## src/common/fsp_pkg.sv

```systemverilog
// Constants shared by the frame statistics and pixel grabber block.
// Assumes a 20 MHz system clock and 7-bit pixels from the sensor core.
package fsp_pkg;
    localparam logic [6:0]  ADDR_SHUTTER_TIME_HIGH   = 7'h06;
    localparam logic [6:0]  ADDR_SHUTTER_TIME_LOW   = 7'h07;
    localparam logic [6:0]  ADDR_PIX_MAX   = 7'h08;
    localparam logic [6:0]  ADDR_PIX_SUM   = 7'h09;
    localparam logic [6:0]  ADDR_PIX_MIN   = 7'h0A;
    localparam logic [6:0]  ADDR_GRAB      = 7'h0B;
    localparam logic [15:0] SHUTTER_RESET  = 16'h0100;
    localparam logic [7:0]  STAT_RESET     = 8'h00;
    localparam logic [7:0]  MIN_RESET      = 8'h7F;
    localparam int          PIX_W          = 7;
    localparam int          NUM_PIXELS     = 361;
    localparam int          IDX_W          = 9;
    localparam int          FIFO_DEPTH     = 2;
    localparam int          BYTE_BITS      = 8;
    localparam int          DIR_BIT        = 7;
    localparam int          VALID_BIT      = 7;
    // Auto-exposure windows on the frame maximum and the summed-brightness byte
    localparam logic [7:0]  MAX_TOO_HIGH   = 8'h78;
    localparam logic [7:0]  MAX_TOO_LOW    = 8'h40;
    localparam logic [7:0]  SUM_TOO_HIGH   = 8'h80;
    localparam logic [7:0]  SUM_TOO_LOW    = 8'h30;
    localparam logic [15:0] SHUTTER_STEP   = 16'h0010;
    localparam logic [15:0] SHUTTER_FLOOR  = 16'h0010;
    localparam logic [15:0] SHUTTER_CEIL   = 16'hFF00;
endpackage

```

## src/common/fsp_stream_if.sv

```systemverilog
// Valid/ready pixel stream between the input buffer and the frame logic.
// Assumes both ends run on the same system clock.
`timescale 1ns/1ps
interface fsp_stream_if #(parameter int W = 8);
    logic         valid;
    logic         ready;
    logic [W-1:0] data;
    modport src (output valid, output data, input ready);
    modport snk (input valid, input data, output ready);
endinterface

```

## src/rtl/fsp_frame_stats.sv

```systemverilog
// Frame statistics, auto shutter and pixel grabber behind the four-wire serial port.
// Assumes serial mode with SCLK idle high, MOSI sampled on rising edges, MISO
// changed on falling edges; pixels arrive in raster order with a frame-start mark.
// How it works
// - The shutter time is a 16-bit cycle count read as a high byte at 0x06 and a low byte at 0x07.
// - The shutter is adjusted at the end of a frame whose peak or summed value is too high, or whose peak and sum are both too low.
// - The minimum pixel register holds the lowest 0..127 value of each frame, updated every frame.
// - Any write to the grabber register sends the grabber back to pixel 0.
`timescale 1ns/1ps
module fsp_frame_stats #(
    parameter int NPIX = fsp_pkg::NUM_PIXELS
) (
    input  wire logic                     MCLK,
    input  wire logic                     RST_N,
    input  wire logic                     NCS_N,
    input  wire logic                     SCLK,
    input  wire logic                     MOSI,
    output      logic                     MISO,
    output      logic                     MISO_OE,
    input  wire logic                     PIX_VALID,
    output      logic                     PIX_READY,
    input  wire logic                     PIX_SOF,
    input  wire logic [fsp_pkg::PIX_W-1:0] PIX_DATA,
    output      logic [15:0]              SHUTTER
);
    import fsp_pkg::*;
    localparam int SW = PIX_W + 1;
    localparam logic [IDX_W-1:0] LAST_IDX = IDX_W'(NPIX - 1);
    localparam logic [IDX_W-1:0] END_IDX  = IDX_W'(NPIX);

    typedef enum logic [1:0] {SER_ADDR, SER_WDATA, SER_RDATA} fsp_ser_t;

    // Serial pins come from the controller's domain
    logic [2:0]  sclk_sync_reg;
    logic [1:0]  ncs_sync_reg;
    logic [1:0]  mosi_sync_reg;
    logic        sclk_rise;
    logic        sclk_fall;
    logic        sel;
    fsp_ser_t    ser_state_reg;
    logic [2:0]  bit_cnt_reg;
    logic [7:0]  rx_shift_reg;
    logic [7:0]  tx_shift_reg;
    logic [6:0]  addr_reg;
    logic [7:0]  rx_byte;
    logic        byte_done;
    logic        rd_load;
    logic        wr_event;
    logic [7:0]  rd_data;
    logic        grab_valid;

    logic [15:0]      shutter_reg;
    logic [7:0]       shutter_time_low_hold_reg;
    logic             shut_hold_reg;
    logic [7:0]       max_reg;
    logic [7:0]       sum_hi_reg;
    logic [7:0]       min_reg;
    logic [PIX_W-1:0] run_min_reg;
    logic [PIX_W-1:0] run_max_reg;
    logic [15:0]      run_sum_reg;
    logic [IDX_W-1:0] idx_reg;
    logic [PIX_W-1:0] image_reg [NPIX];
    logic [IDX_W-1:0] grab_pos_reg;
    logic             image_ready_reg;

    fsp_stream_if #(.W(SW)) pix_if ();

    fsp_pixel_buffer #(.W(SW), .DEPTH(FIFO_DEPTH)) u_buf (
        .clk      (MCLK),
        .rst_n    (RST_N),
        .in_valid (PIX_VALID),
        .in_ready (PIX_READY),
        .in_data  ({PIX_SOF, PIX_DATA}),
        .out      (pix_if.src)
    );

    always_ff @(posedge MCLK) begin
        if (!RST_N) begin
            sclk_sync_reg <= 3'b111;
            ncs_sync_reg  <= 2'b11;
            mosi_sync_reg <= 2'b00;
        end else begin
            sclk_sync_reg <= {sclk_sync_reg[1:0], SCLK};
            ncs_sync_reg  <= {ncs_sync_reg[0], NCS_N};
            mosi_sync_reg <= {mosi_sync_reg[0], MOSI};
        end
    end

    assign sel       = !ncs_sync_reg[1];
    assign sclk_rise = sel && sclk_sync_reg[1] && !sclk_sync_reg[2];
    assign sclk_fall = sel && !sclk_sync_reg[1] && sclk_sync_reg[2];
    assign rx_byte   = {rx_shift_reg[6:0], mosi_sync_reg[1]};
    assign byte_done = sclk_rise && (bit_cnt_reg == 3'(BYTE_BITS - 1));
    assign rd_load   = byte_done && (ser_state_reg == SER_ADDR) && !rx_byte[DIR_BIT];
    assign wr_event  = byte_done && (ser_state_reg == SER_WDATA);
    assign grab_valid = image_ready_reg && (grab_pos_reg < END_IDX);

    always_comb begin
        rd_data = STAT_RESET;
        if (rx_byte[6:0] == ADDR_SHUTTER_TIME_HIGH) begin
            rd_data = shutter_reg[15:8];
        end else if (rx_byte[6:0] == ADDR_SHUTTER_TIME_LOW) begin
            // Pairs with the high byte taken earlier so a frame update cannot split them
            rd_data = shut_hold_reg ? shutter_time_low_hold_reg : shutter_reg[7:0];
        end else if (rx_byte[6:0] == ADDR_PIX_MAX) begin
            rd_data = max_reg;
        end else if (rx_byte[6:0] == ADDR_PIX_SUM) begin
            rd_data = sum_hi_reg;
        end else if (rx_byte[6:0] == ADDR_PIX_MIN) begin
            rd_data = min_reg;
        end else if (rx_byte[6:0] == ADDR_GRAB) begin
            // Reads as zero before the first frame and past the last pixel, never stale storage
            if (grab_valid) begin
                rd_data = {1'b1, image_reg[grab_pos_reg]};
            end
        end
    end

    always_ff @(posedge MCLK) begin
        if (!RST_N || !sel) begin
            ser_state_reg <= SER_ADDR;
            bit_cnt_reg   <= '0;
            rx_shift_reg  <= '0;
            addr_reg      <= '0;
        end else if (sclk_rise) begin
            rx_shift_reg <= rx_byte;
            bit_cnt_reg  <= bit_cnt_reg + 3'(1);
            if (byte_done) begin
                case (ser_state_reg)
                    SER_ADDR: begin
                        addr_reg      <= rx_byte[6:0];
                        ser_state_reg <= rx_byte[DIR_BIT] ? SER_WDATA : SER_RDATA;
                    end
                    default: begin
                        ser_state_reg <= SER_ADDR;
                    end
                endcase
            end
        end
    end

    always_ff @(posedge MCLK) begin
        if (!RST_N) begin
            tx_shift_reg <= '0;
            MISO         <= 1'b0;
            MISO_OE      <= 1'b0;
        end else begin
            MISO_OE <= sel && (ser_state_reg == SER_RDATA);
            if (rd_load) begin
                tx_shift_reg <= rd_data;
            end else if (sclk_fall && ser_state_reg == SER_RDATA) begin
                MISO         <= tx_shift_reg[7];
                tx_shift_reg <= {tx_shift_reg[6:0], 1'b0};
            end
        end
    end

    // Low byte is frozen when the high byte is read
    always_ff @(posedge MCLK) begin
        if (!RST_N) begin
            shutter_time_low_hold_reg <= SHUTTER_RESET[7:0];
            shut_hold_reg    <= 1'b0;
        end else if (rd_load && rx_byte[6:0] == ADDR_SHUTTER_TIME_HIGH) begin
            shutter_time_low_hold_reg <= shutter_reg[7:0];
            shut_hold_reg    <= 1'b1;
        end else if (rd_load) begin
            shut_hold_reg    <= 1'b0;
        end
    end

    // Frame engine: the buffer is drained except in a cycle that loads a grab byte
    logic             pix_take;
    logic             pix_sof;
    logic [PIX_W-1:0] pix_val;
    logic [IDX_W-1:0] idx_cur;
    logic [PIX_W-1:0] min_cur;
    logic [PIX_W-1:0] max_cur;
    logic [15:0]      sum_cur;
    logic             frame_end;

    assign pix_if.ready = !(rd_load && rx_byte[6:0] == ADDR_GRAB);
    assign pix_take     = pix_if.valid && pix_if.ready;
    assign pix_sof      = pix_if.data[PIX_W];
    assign pix_val      = pix_if.data[PIX_W-1:0];
    assign idx_cur      = pix_sof ? '0 : idx_reg + IDX_W'(1);
    assign min_cur      = (pix_sof || pix_val < run_min_reg) ? pix_val : run_min_reg;
    assign max_cur      = (pix_sof || pix_val > run_max_reg) ? pix_val : run_max_reg;
    assign sum_cur      = (pix_sof ? 16'h0000 : run_sum_reg) + 16'(pix_val);
    assign frame_end    = pix_take && (idx_cur == LAST_IDX);

    always_ff @(posedge MCLK) begin
        if (!RST_N) begin
            idx_reg     <= END_IDX;
            run_min_reg <= '0;
            run_max_reg <= '0;
            run_sum_reg <= '0;
        end else if (pix_take && idx_cur < END_IDX) begin
            idx_reg     <= idx_cur;
            run_min_reg <= min_cur;
            run_max_reg <= max_cur;
            run_sum_reg <= sum_cur;
        end
    end

    // A new frame overwrites the image while a grab is in progress; hold the sensor still
    always_ff @(posedge MCLK) begin
        if (pix_take && idx_cur < END_IDX) begin
            image_reg[idx_cur] <= pix_val;
        end
    end

    always_ff @(posedge MCLK) begin
        if (!RST_N) begin
            max_reg    <= STAT_RESET;
            sum_hi_reg <= STAT_RESET;
            min_reg    <= MIN_RESET;
        end else if (frame_end) begin
            max_reg    <= 8'(max_cur);
            sum_hi_reg <= sum_cur[15:8];
            min_reg    <= 8'(min_cur);
        end
    end

    always_ff @(posedge MCLK) begin
        if (!RST_N) begin
            shutter_reg <= SHUTTER_RESET;
            SHUTTER     <= SHUTTER_RESET;
        end else begin
            SHUTTER <= shutter_reg;
            if (frame_end) begin
                if ((8'(max_cur) >= MAX_TOO_HIGH || sum_cur[15:8] > SUM_TOO_HIGH)
                    && shutter_reg >= SHUTTER_FLOOR + SHUTTER_STEP) begin
                    shutter_reg <= shutter_reg - SHUTTER_STEP;
                end else if (8'(max_cur) < MAX_TOO_LOW && sum_cur[15:8] < SUM_TOO_LOW
                    && shutter_reg <= SHUTTER_CEIL - SHUTTER_STEP) begin
                    shutter_reg <= shutter_reg + SHUTTER_STEP;
                end
            end
        end
    end

    always_ff @(posedge MCLK) begin
        if (!RST_N) begin
            grab_pos_reg    <= '0;
            image_ready_reg <= 1'b0;
        end else begin
            if (frame_end) begin
                image_ready_reg <= 1'b1;
            end
            if (wr_event && addr_reg == ADDR_GRAB) begin
                grab_pos_reg <= '0;
            end else if (rd_load && rx_byte[6:0] == ADDR_GRAB && grab_pos_reg < END_IDX) begin
                grab_pos_reg <= grab_pos_reg + IDX_W'(1);
            end
        end
    end
endmodule

```

## src/rtl/fsp_pixel_buffer.sv

```systemverilog
// Two-entry pixel buffer with valid and ready on both sides.
// Assumes the writer holds data while its ready is low.
`timescale 1ns/1ps
module fsp_pixel_buffer #(
    parameter int W     = 8,
    parameter int DEPTH = fsp_pkg::FIFO_DEPTH
) (
    input  wire logic         clk,
    input  wire logic         rst_n,
    input  wire logic         in_valid,
    output      logic         in_ready,
    input  wire logic [W-1:0] in_data,
    fsp_stream_if.src         out
);
    import fsp_pkg::*;
    localparam int PW = (DEPTH > 1) ? $clog2(DEPTH) : 1;
    localparam int CW = $clog2(DEPTH + 1);
    localparam logic [CW-1:0] FULL = CW'(DEPTH);
    localparam logic [PW-1:0] LAST = PW'(DEPTH - 1);

    logic [W-1:0]  mem_reg [DEPTH];
    logic [PW-1:0] wr_ptr_reg;
    logic [PW-1:0] rd_ptr_reg;
    logic [CW-1:0] count_reg;
    logic [CW-1:0] count_next;
    logic          push;
    logic          pop;

    assign push = in_valid && in_ready;
    assign pop  = out.valid && out.ready;
    assign out.valid = (count_reg != '0);
    assign out.data  = mem_reg[rd_ptr_reg];

    always_comb begin
        count_next = count_reg;
        if (push && !pop) begin
            count_next = count_reg + CW'(1);
        end else if (pop && !push) begin
            count_next = count_reg - CW'(1);
        end
    end

    always_ff @(posedge clk) begin
        if (!rst_n) begin
            count_reg <= '0;
            in_ready  <= 1'b0;
        end else begin
            count_reg <= count_next;
            // Registered ready; stalls the source as soon as both slots hold words
            in_ready  <= (count_next != FULL);
        end
    end

    always_ff @(posedge clk) begin
        if (!rst_n) begin
            wr_ptr_reg <= '0;
            rd_ptr_reg <= '0;
        end else begin
            if (push) begin
                wr_ptr_reg <= (wr_ptr_reg == LAST) ? '0 : wr_ptr_reg + PW'(1);
            end
            if (pop) begin
                rd_ptr_reg <= (rd_ptr_reg == LAST) ? '0 : rd_ptr_reg + PW'(1);
            end
        end
    end

    always_ff @(posedge clk) begin
        if (push) begin
            mem_reg[wr_ptr_reg] <= in_data;
        end
    end
endmodule

```

## config.mk

```make
export PLATFORM = sky130hd
export DESIGN_NAME = fsp_frame_stats
export DESIGN_NICKNAME = d
export VERILOG_FILES = /design/src/common/fsp_pkg.sv /design/src/common/fsp_stream_if.sv /design/src/rtl/fsp_frame_stats.sv /design/src/rtl/fsp_pixel_buffer.sv
export SDC_FILE = /design/constraint.sdc
export NUM_CORES = 2
export LEC_CHECK = 0
export BUFFER_PORTS_ARGS = -buffer_cell sky130_fd_sc_hd__clkbuf_2
export CORE_MARGIN = 3
export CORE_UTILIZATION = 40
export DETAILED_ROUTE_END_ITERATION = 12
export SLEW_MARGIN = 20
export SYNTH_ARGS = -nofsm -noshare
export SYNTH_HDL_FRONTEND = slang
export SYNTH_SLANG_ARGS = --single-unit
```

## constraint.sdc

```tcl
create_clock -name MCLK -period 13.7 [get_ports MCLK]
set_clock_uncertainty 0.1 [all_clocks]
set_input_delay 1.37 -clock MCLK [delete_from_list [all_inputs] [get_ports MCLK]]
set_output_delay 1.37 -clock MCLK [all_outputs]
set_load 0.01 [all_outputs]
```

# == After elaboration in Yosys (flattened, before gate mapping) ==
# Memory sizes are Yosys's and may differ from the RTL's. A register that Yosys moved wholly into a read port is not among the register bits.
# Cells that the tools add are included.
# totals
reg_bits,153
rom_bits,0
inputBits,14
out_inout_bits,19
mem_count,2
latchBits,0
mem_bits_rw,2543
# mem_list
name,depth,width,read_ports,rd_clocked_by_memory_dff,wr,line_no,rtl
image_reg,361,7,1,1,1,fsp_frame_stats.sv:62,logic [PIX_W-1:0] image_reg [NPIX];
u_buf.mem_reg,2,8,1,1,1,fsp_pixel_buffer.sv:21,logic [W-1:0] mem_reg [DEPTH];
# op_classes
reduce_logical,46
n_lt_le_gt_ge,10
shift,0
div,0
n_eq_ne,12
n_bitwise,2
n_addsub,10
mul,0
n_mux,32
# ops
cell,n
2-to-1 mux 8 bit,10
2-to-1 mux 16 bit,3
"== test 7 x 4 -> 1 bit, second input constant",5
2-to-1 mux 9 bit,3
logical AND 1 bit,24
"adder 9 x 1 -> 9 bit, second input constant",2
"less-than comparator 9 bit, second input constant",2
"adder 16 x 5 -> 16 bit, second input constant",1
adder 16 x 7 -> 16 bit,1
">= comparator 16 x 6 -> 1 bit, second input constant",1
"<= comparator 16 bit, second input constant",1
"subtractor 16 x 5 -> 16 bit, second input constant",1
"== test 7 x 3 -> 1 bit, second input constant",2
2-to-1 mux 7 bit,2
2-to-1 mux 1 bit,10
"== test 9 bit, second input constant",1
"> comparator 8 bit, second input constant",1
zero test 1 bit,8
"less-than comparator 8 x 6 -> 1 bit, second input constant",1
2-to-1 mux 2 bit,4
nonzero test 2 bit,4
">= comparator 7 bit, second input constant",1
> comparator 7 bit,1
less-than comparator 7 bit,1
other kinds (15),22

# == Logic depth before layout (Yosys ltp) ==
# logic_depth
word_depth,13
depth_mapped,23

# == Cells and area by module ==
# A second synthesis with hierarchy kept.
# unflattened
hier_cells,5456
hier_area_um2,107202.8
# by_module_without_submodules
module,area_each_um2,seq_area_each_um2,cells_per_inst,instances
fsp_frame_stats,106333.2,78785.6,5402,1
fsp_pixel_buffer,869.6,600.6,54,1

# == Worst setup path after synthesis ==
# Ideal clock, no wire load.
# synth_path
kind,register to register
from,register with a tool-made name
to,register shutter_reg[14]
t_required_ns,13.479
path_slack_ns,4.589
arrival_time_ns,8.890
path_stages_with_launch,21
period_less_slack_ns,9.111
setup_ns,0.121
n_path_buf,1
path_cell_list,dfxtp_1 > buf_2 > mux2i_1 > inv_1 > ha_1 > fa_1 > a211oi_1 > o21bai_1 > nand3_1 > xnor2_1 > a2111oi_0 > a21oi_1 > fa_1 > a21o_1 > a21oi_1 > o21bai_1 > a21oi_1 > o21ai_0 > and4_1 > o31a_1 > mux2_2
# synth_rtl
element,line_no,rtl
"end signal, assigned",fsp_frame_stats.sv:233,shutter_reg <= shutter_reg - SHUTTER_STEP;
"end signal, assigned",fsp_frame_stats.sv:236,shutter_reg <= shutter_reg + SHUTTER_STEP;
"end, declared",fsp_frame_stats.sv:52,logic [15:0] shutter_reg;

==> metrics.txt <==
leading area contributor after synthesis=edfxtp_1; Setup Viol. Count Final=0; final hold viol count=0; Peak VDD IR=0.1167 mV; Die X=522.3 um; initial antenna violation count=7; MaxCap Viol Count=0; Clock Tree Buf Depth=4; Max Clk Rate=about 140 MHz; Clock Sinks=approximately 2,700; Internal=0.01427 W; share of layout cells above drive strength 1=a little under a quarter; DR vias=53,400; area of the core=263,700 um2; outcome=completed; 1st-iter DRT viols=6,223; clk root buf=clkbuf_16; Worst-path clk slew=0.06 ns; Placement Rows=188; Clock Latency Late Sink=0.94 ns; Post-Syn Instances=5,376; CTS Hold Bufs=0; Sw Share=23.53%; NumNets Final=5,518; Synth async-reset ratio=0%; worst hold margin=0.3291 ns; Comb pwr share=8.4%; final antenna-violating net count=0; PortBufs=28; Worst slew margin=11.74%; Die Area=between 200,000 and 300,000 um2; kind of critical path=register to register; Reg-to-Reg End=shutter_reg[14]; DRT Wirelength=270,500 um; wire per inst=roughly 29 um; slew at the pin closest to its max-slew limit=about 1.3 ns; part of the Yosys area used for sequential elements=around 74%; Final HPWL DP=between 150,000 and 200,000 um; CP endpoint kind=register; Synth area leaders=edfxtp_1 72%, mux4_2 15%, dfxtp_1 2.8%, nor2_1 1.8%, mux2i_1 1.2%; max reg flops=2,527; post-CTS setup buffers=0; Yosys reg bits=2,694; CP arrival=7.84 ns; gr usage total=19.78%; CTS tree=yes; worst slack, placed=6.210 ns; Mapped Avg Cell Area=roughly 20 um2; most common cell in the netlist=edfxtp_1; R2R depth=19; TritonCTS buffer count=between 200 and 300; PostCTS Resize Cnt=0; Cell Area, Synth=around 110,000 um2; startpoint class of the critical path=register; r2r setup slk=6.57 ns; Synth warnings=0; Leakage=36.09 nW; min-delay worst type=register to register; Setup crit end=shutter_reg[14]; H-tree depth=5; number of synthesized flops with an enable pin=2,543; Tmin final=7.133 ns; PwrDens=about 160 nW/um2; Worst EP required=~14 ns; sequential power share=between 50% and 60%; Post-synth top flop=edfxtp_1; crit-path max FO=144; vias in the first global route=53,650; Via density=5.817; drt first pass iters=6; Netlist cell types=83; first-pass GRT wire length=about 390,000 um; Slew Limit Fails=0; share of the synthesized area in the top cell type=between 70% and 80%; setup ws final=6.567 ns; Starting Density=40.44%; Clock Power Share=39.4%; layout overhead on the synthesized area=11.98%; Die H=522.3 um; GP Congestion=around 0.83; Post-Route Setup TNS=0 ns; RSZ-0062 raised after global routing=false; Ports=33; DRC Markers=0; crit share post-route=between 50% and 60%; list of most frequent post-synthesis cells=2,543 x edfxtp_1, 716 x mux4_2, 520 x nor2_1, 185 x nand2_1, 166 x clkbuf_1; switching power=0.004391 W; total congestion overflow=0; largest net degree at the start of global routing=222
cell families after synthesis:
family | Yosys count | share of synthesized area (%)
multiplexers | 873 | 16.63
buffers and inverters | 367 | 1.717
AND/OR/NAND/NOR | 968 | 3.953
AO/OA/AOI/OAI | 404 | 2.538
XOR/XNOR | 32 | 0.2628
adder cells (fa/ha/maj) | 37 | 0.4482
other | 1 | 0.003517
flip-flops | 2694 | 74.45
cells in the final DEF, fill, tap and decap left out, drive strengths merged, types with 35 or more instances in the layout:
cell,Yosys,routed
edfxtp,2543,2543
mux4,716,716
nor2,520,520
clkbuf,167,397
nand2,185,185
dfxtp,151,151
mux2i,126,126
a21oi,108,108
buf,159,96
clkinv,3,93
o21ai,70,70
nand3,59,59
nor3,53,53
inv,38,42
ha,35,35
final cells by class:
type                            count  area, um2
Antenna cell                        3      7.507
Clock buffer                      369       7806
Clock inverter                    115      925.9
Fill cell                       21950     144300
Inverter                           41      168.9
Multi-Input combinational cell   2318      25680
Sequential cell                  2694      79410
Tap cell                         3515       4398
Timing Repair Buffer              124       1013
metrics by stage:
step                cells  total power (W)  utilization, %  instance area (um2)
finish               9179          0.01866           45.28               119400
global route         9178          0.01926           45.28               119400
CTS                  9174          0.01877           45.26               119300
detailed placement   8690          0.01148           41.95               110600
global placement     8690          0.01141           41.94               110600
floorplan            5379          0.01085               -               106600
critical path: stages (launching register included):
cell,delay (ns)
dfxtp_1,0.77
mux2i_1,0.73
inv_8,0.39
ha_1,0.43
fa_1,0.46
a211oi_1,0.45
o21bai_1,0.23
nand3_1,0.19
xnor2_1,0.10
a2111oi_0,0.53
a21oi_2,0.32
fa_1,0.48
a21o_1,0.19
a21oi_1,0.24
o21bai_1,0.10
a21oi_1,0.23
o21ai_0,0.23
and4_1,0.26
o31a_1,0.28
mux2_2,0.25
worst min path at each step:
stage | start | endpoint | slack [ns] | cells after the start
floorplan | ncs_sync_reg[0] | ncs_sync_reg[1] | 0.29 | 1
global placement | ncs_sync_reg[0] | ncs_sync_reg[1] | 0.30 | 1
detailed placement | ncs_sync_reg[0] | ncs_sync_reg[1] | 0.32 | 1
CTS | ncs_sync_reg[0] | ncs_sync_reg[1] | 0.34 | 1
global route | ncs_sync_reg[0] | ncs_sync_reg[1] | 0.36 | 1
finish | ncs_sync_reg[0] | ncs_sync_reg[1] | 0.33 | 1
layer usage:
layer	part of all wire, %	vias up	GRT usage [%]
li1	-	22170	-
met1	42	28580	28.50
met2	47	2235	30.82
met3	7.8	408	3.831
met4	2.8	2	5.588
met5	0.0048	-	0
power groups by stage:
| stage | clock (W) | combinational (W) | sequential, W |
|---|---|---|---|
| detailed placement | 0 | 0.00156 | 0.00992 |
| CTS | 0.00747 | 0.00156 | 0.00975 |
| finish | 0.00734 | 0.00156 | 0.00975 |
| floorplan | 0 | 0.000853 | 0.0100 |
| global placement | 0 | 0.00150 | 0.00991 |
| global route | 0.00781 | 0.00170 | 0.00975 |
(Power assumes the default switching activity.)
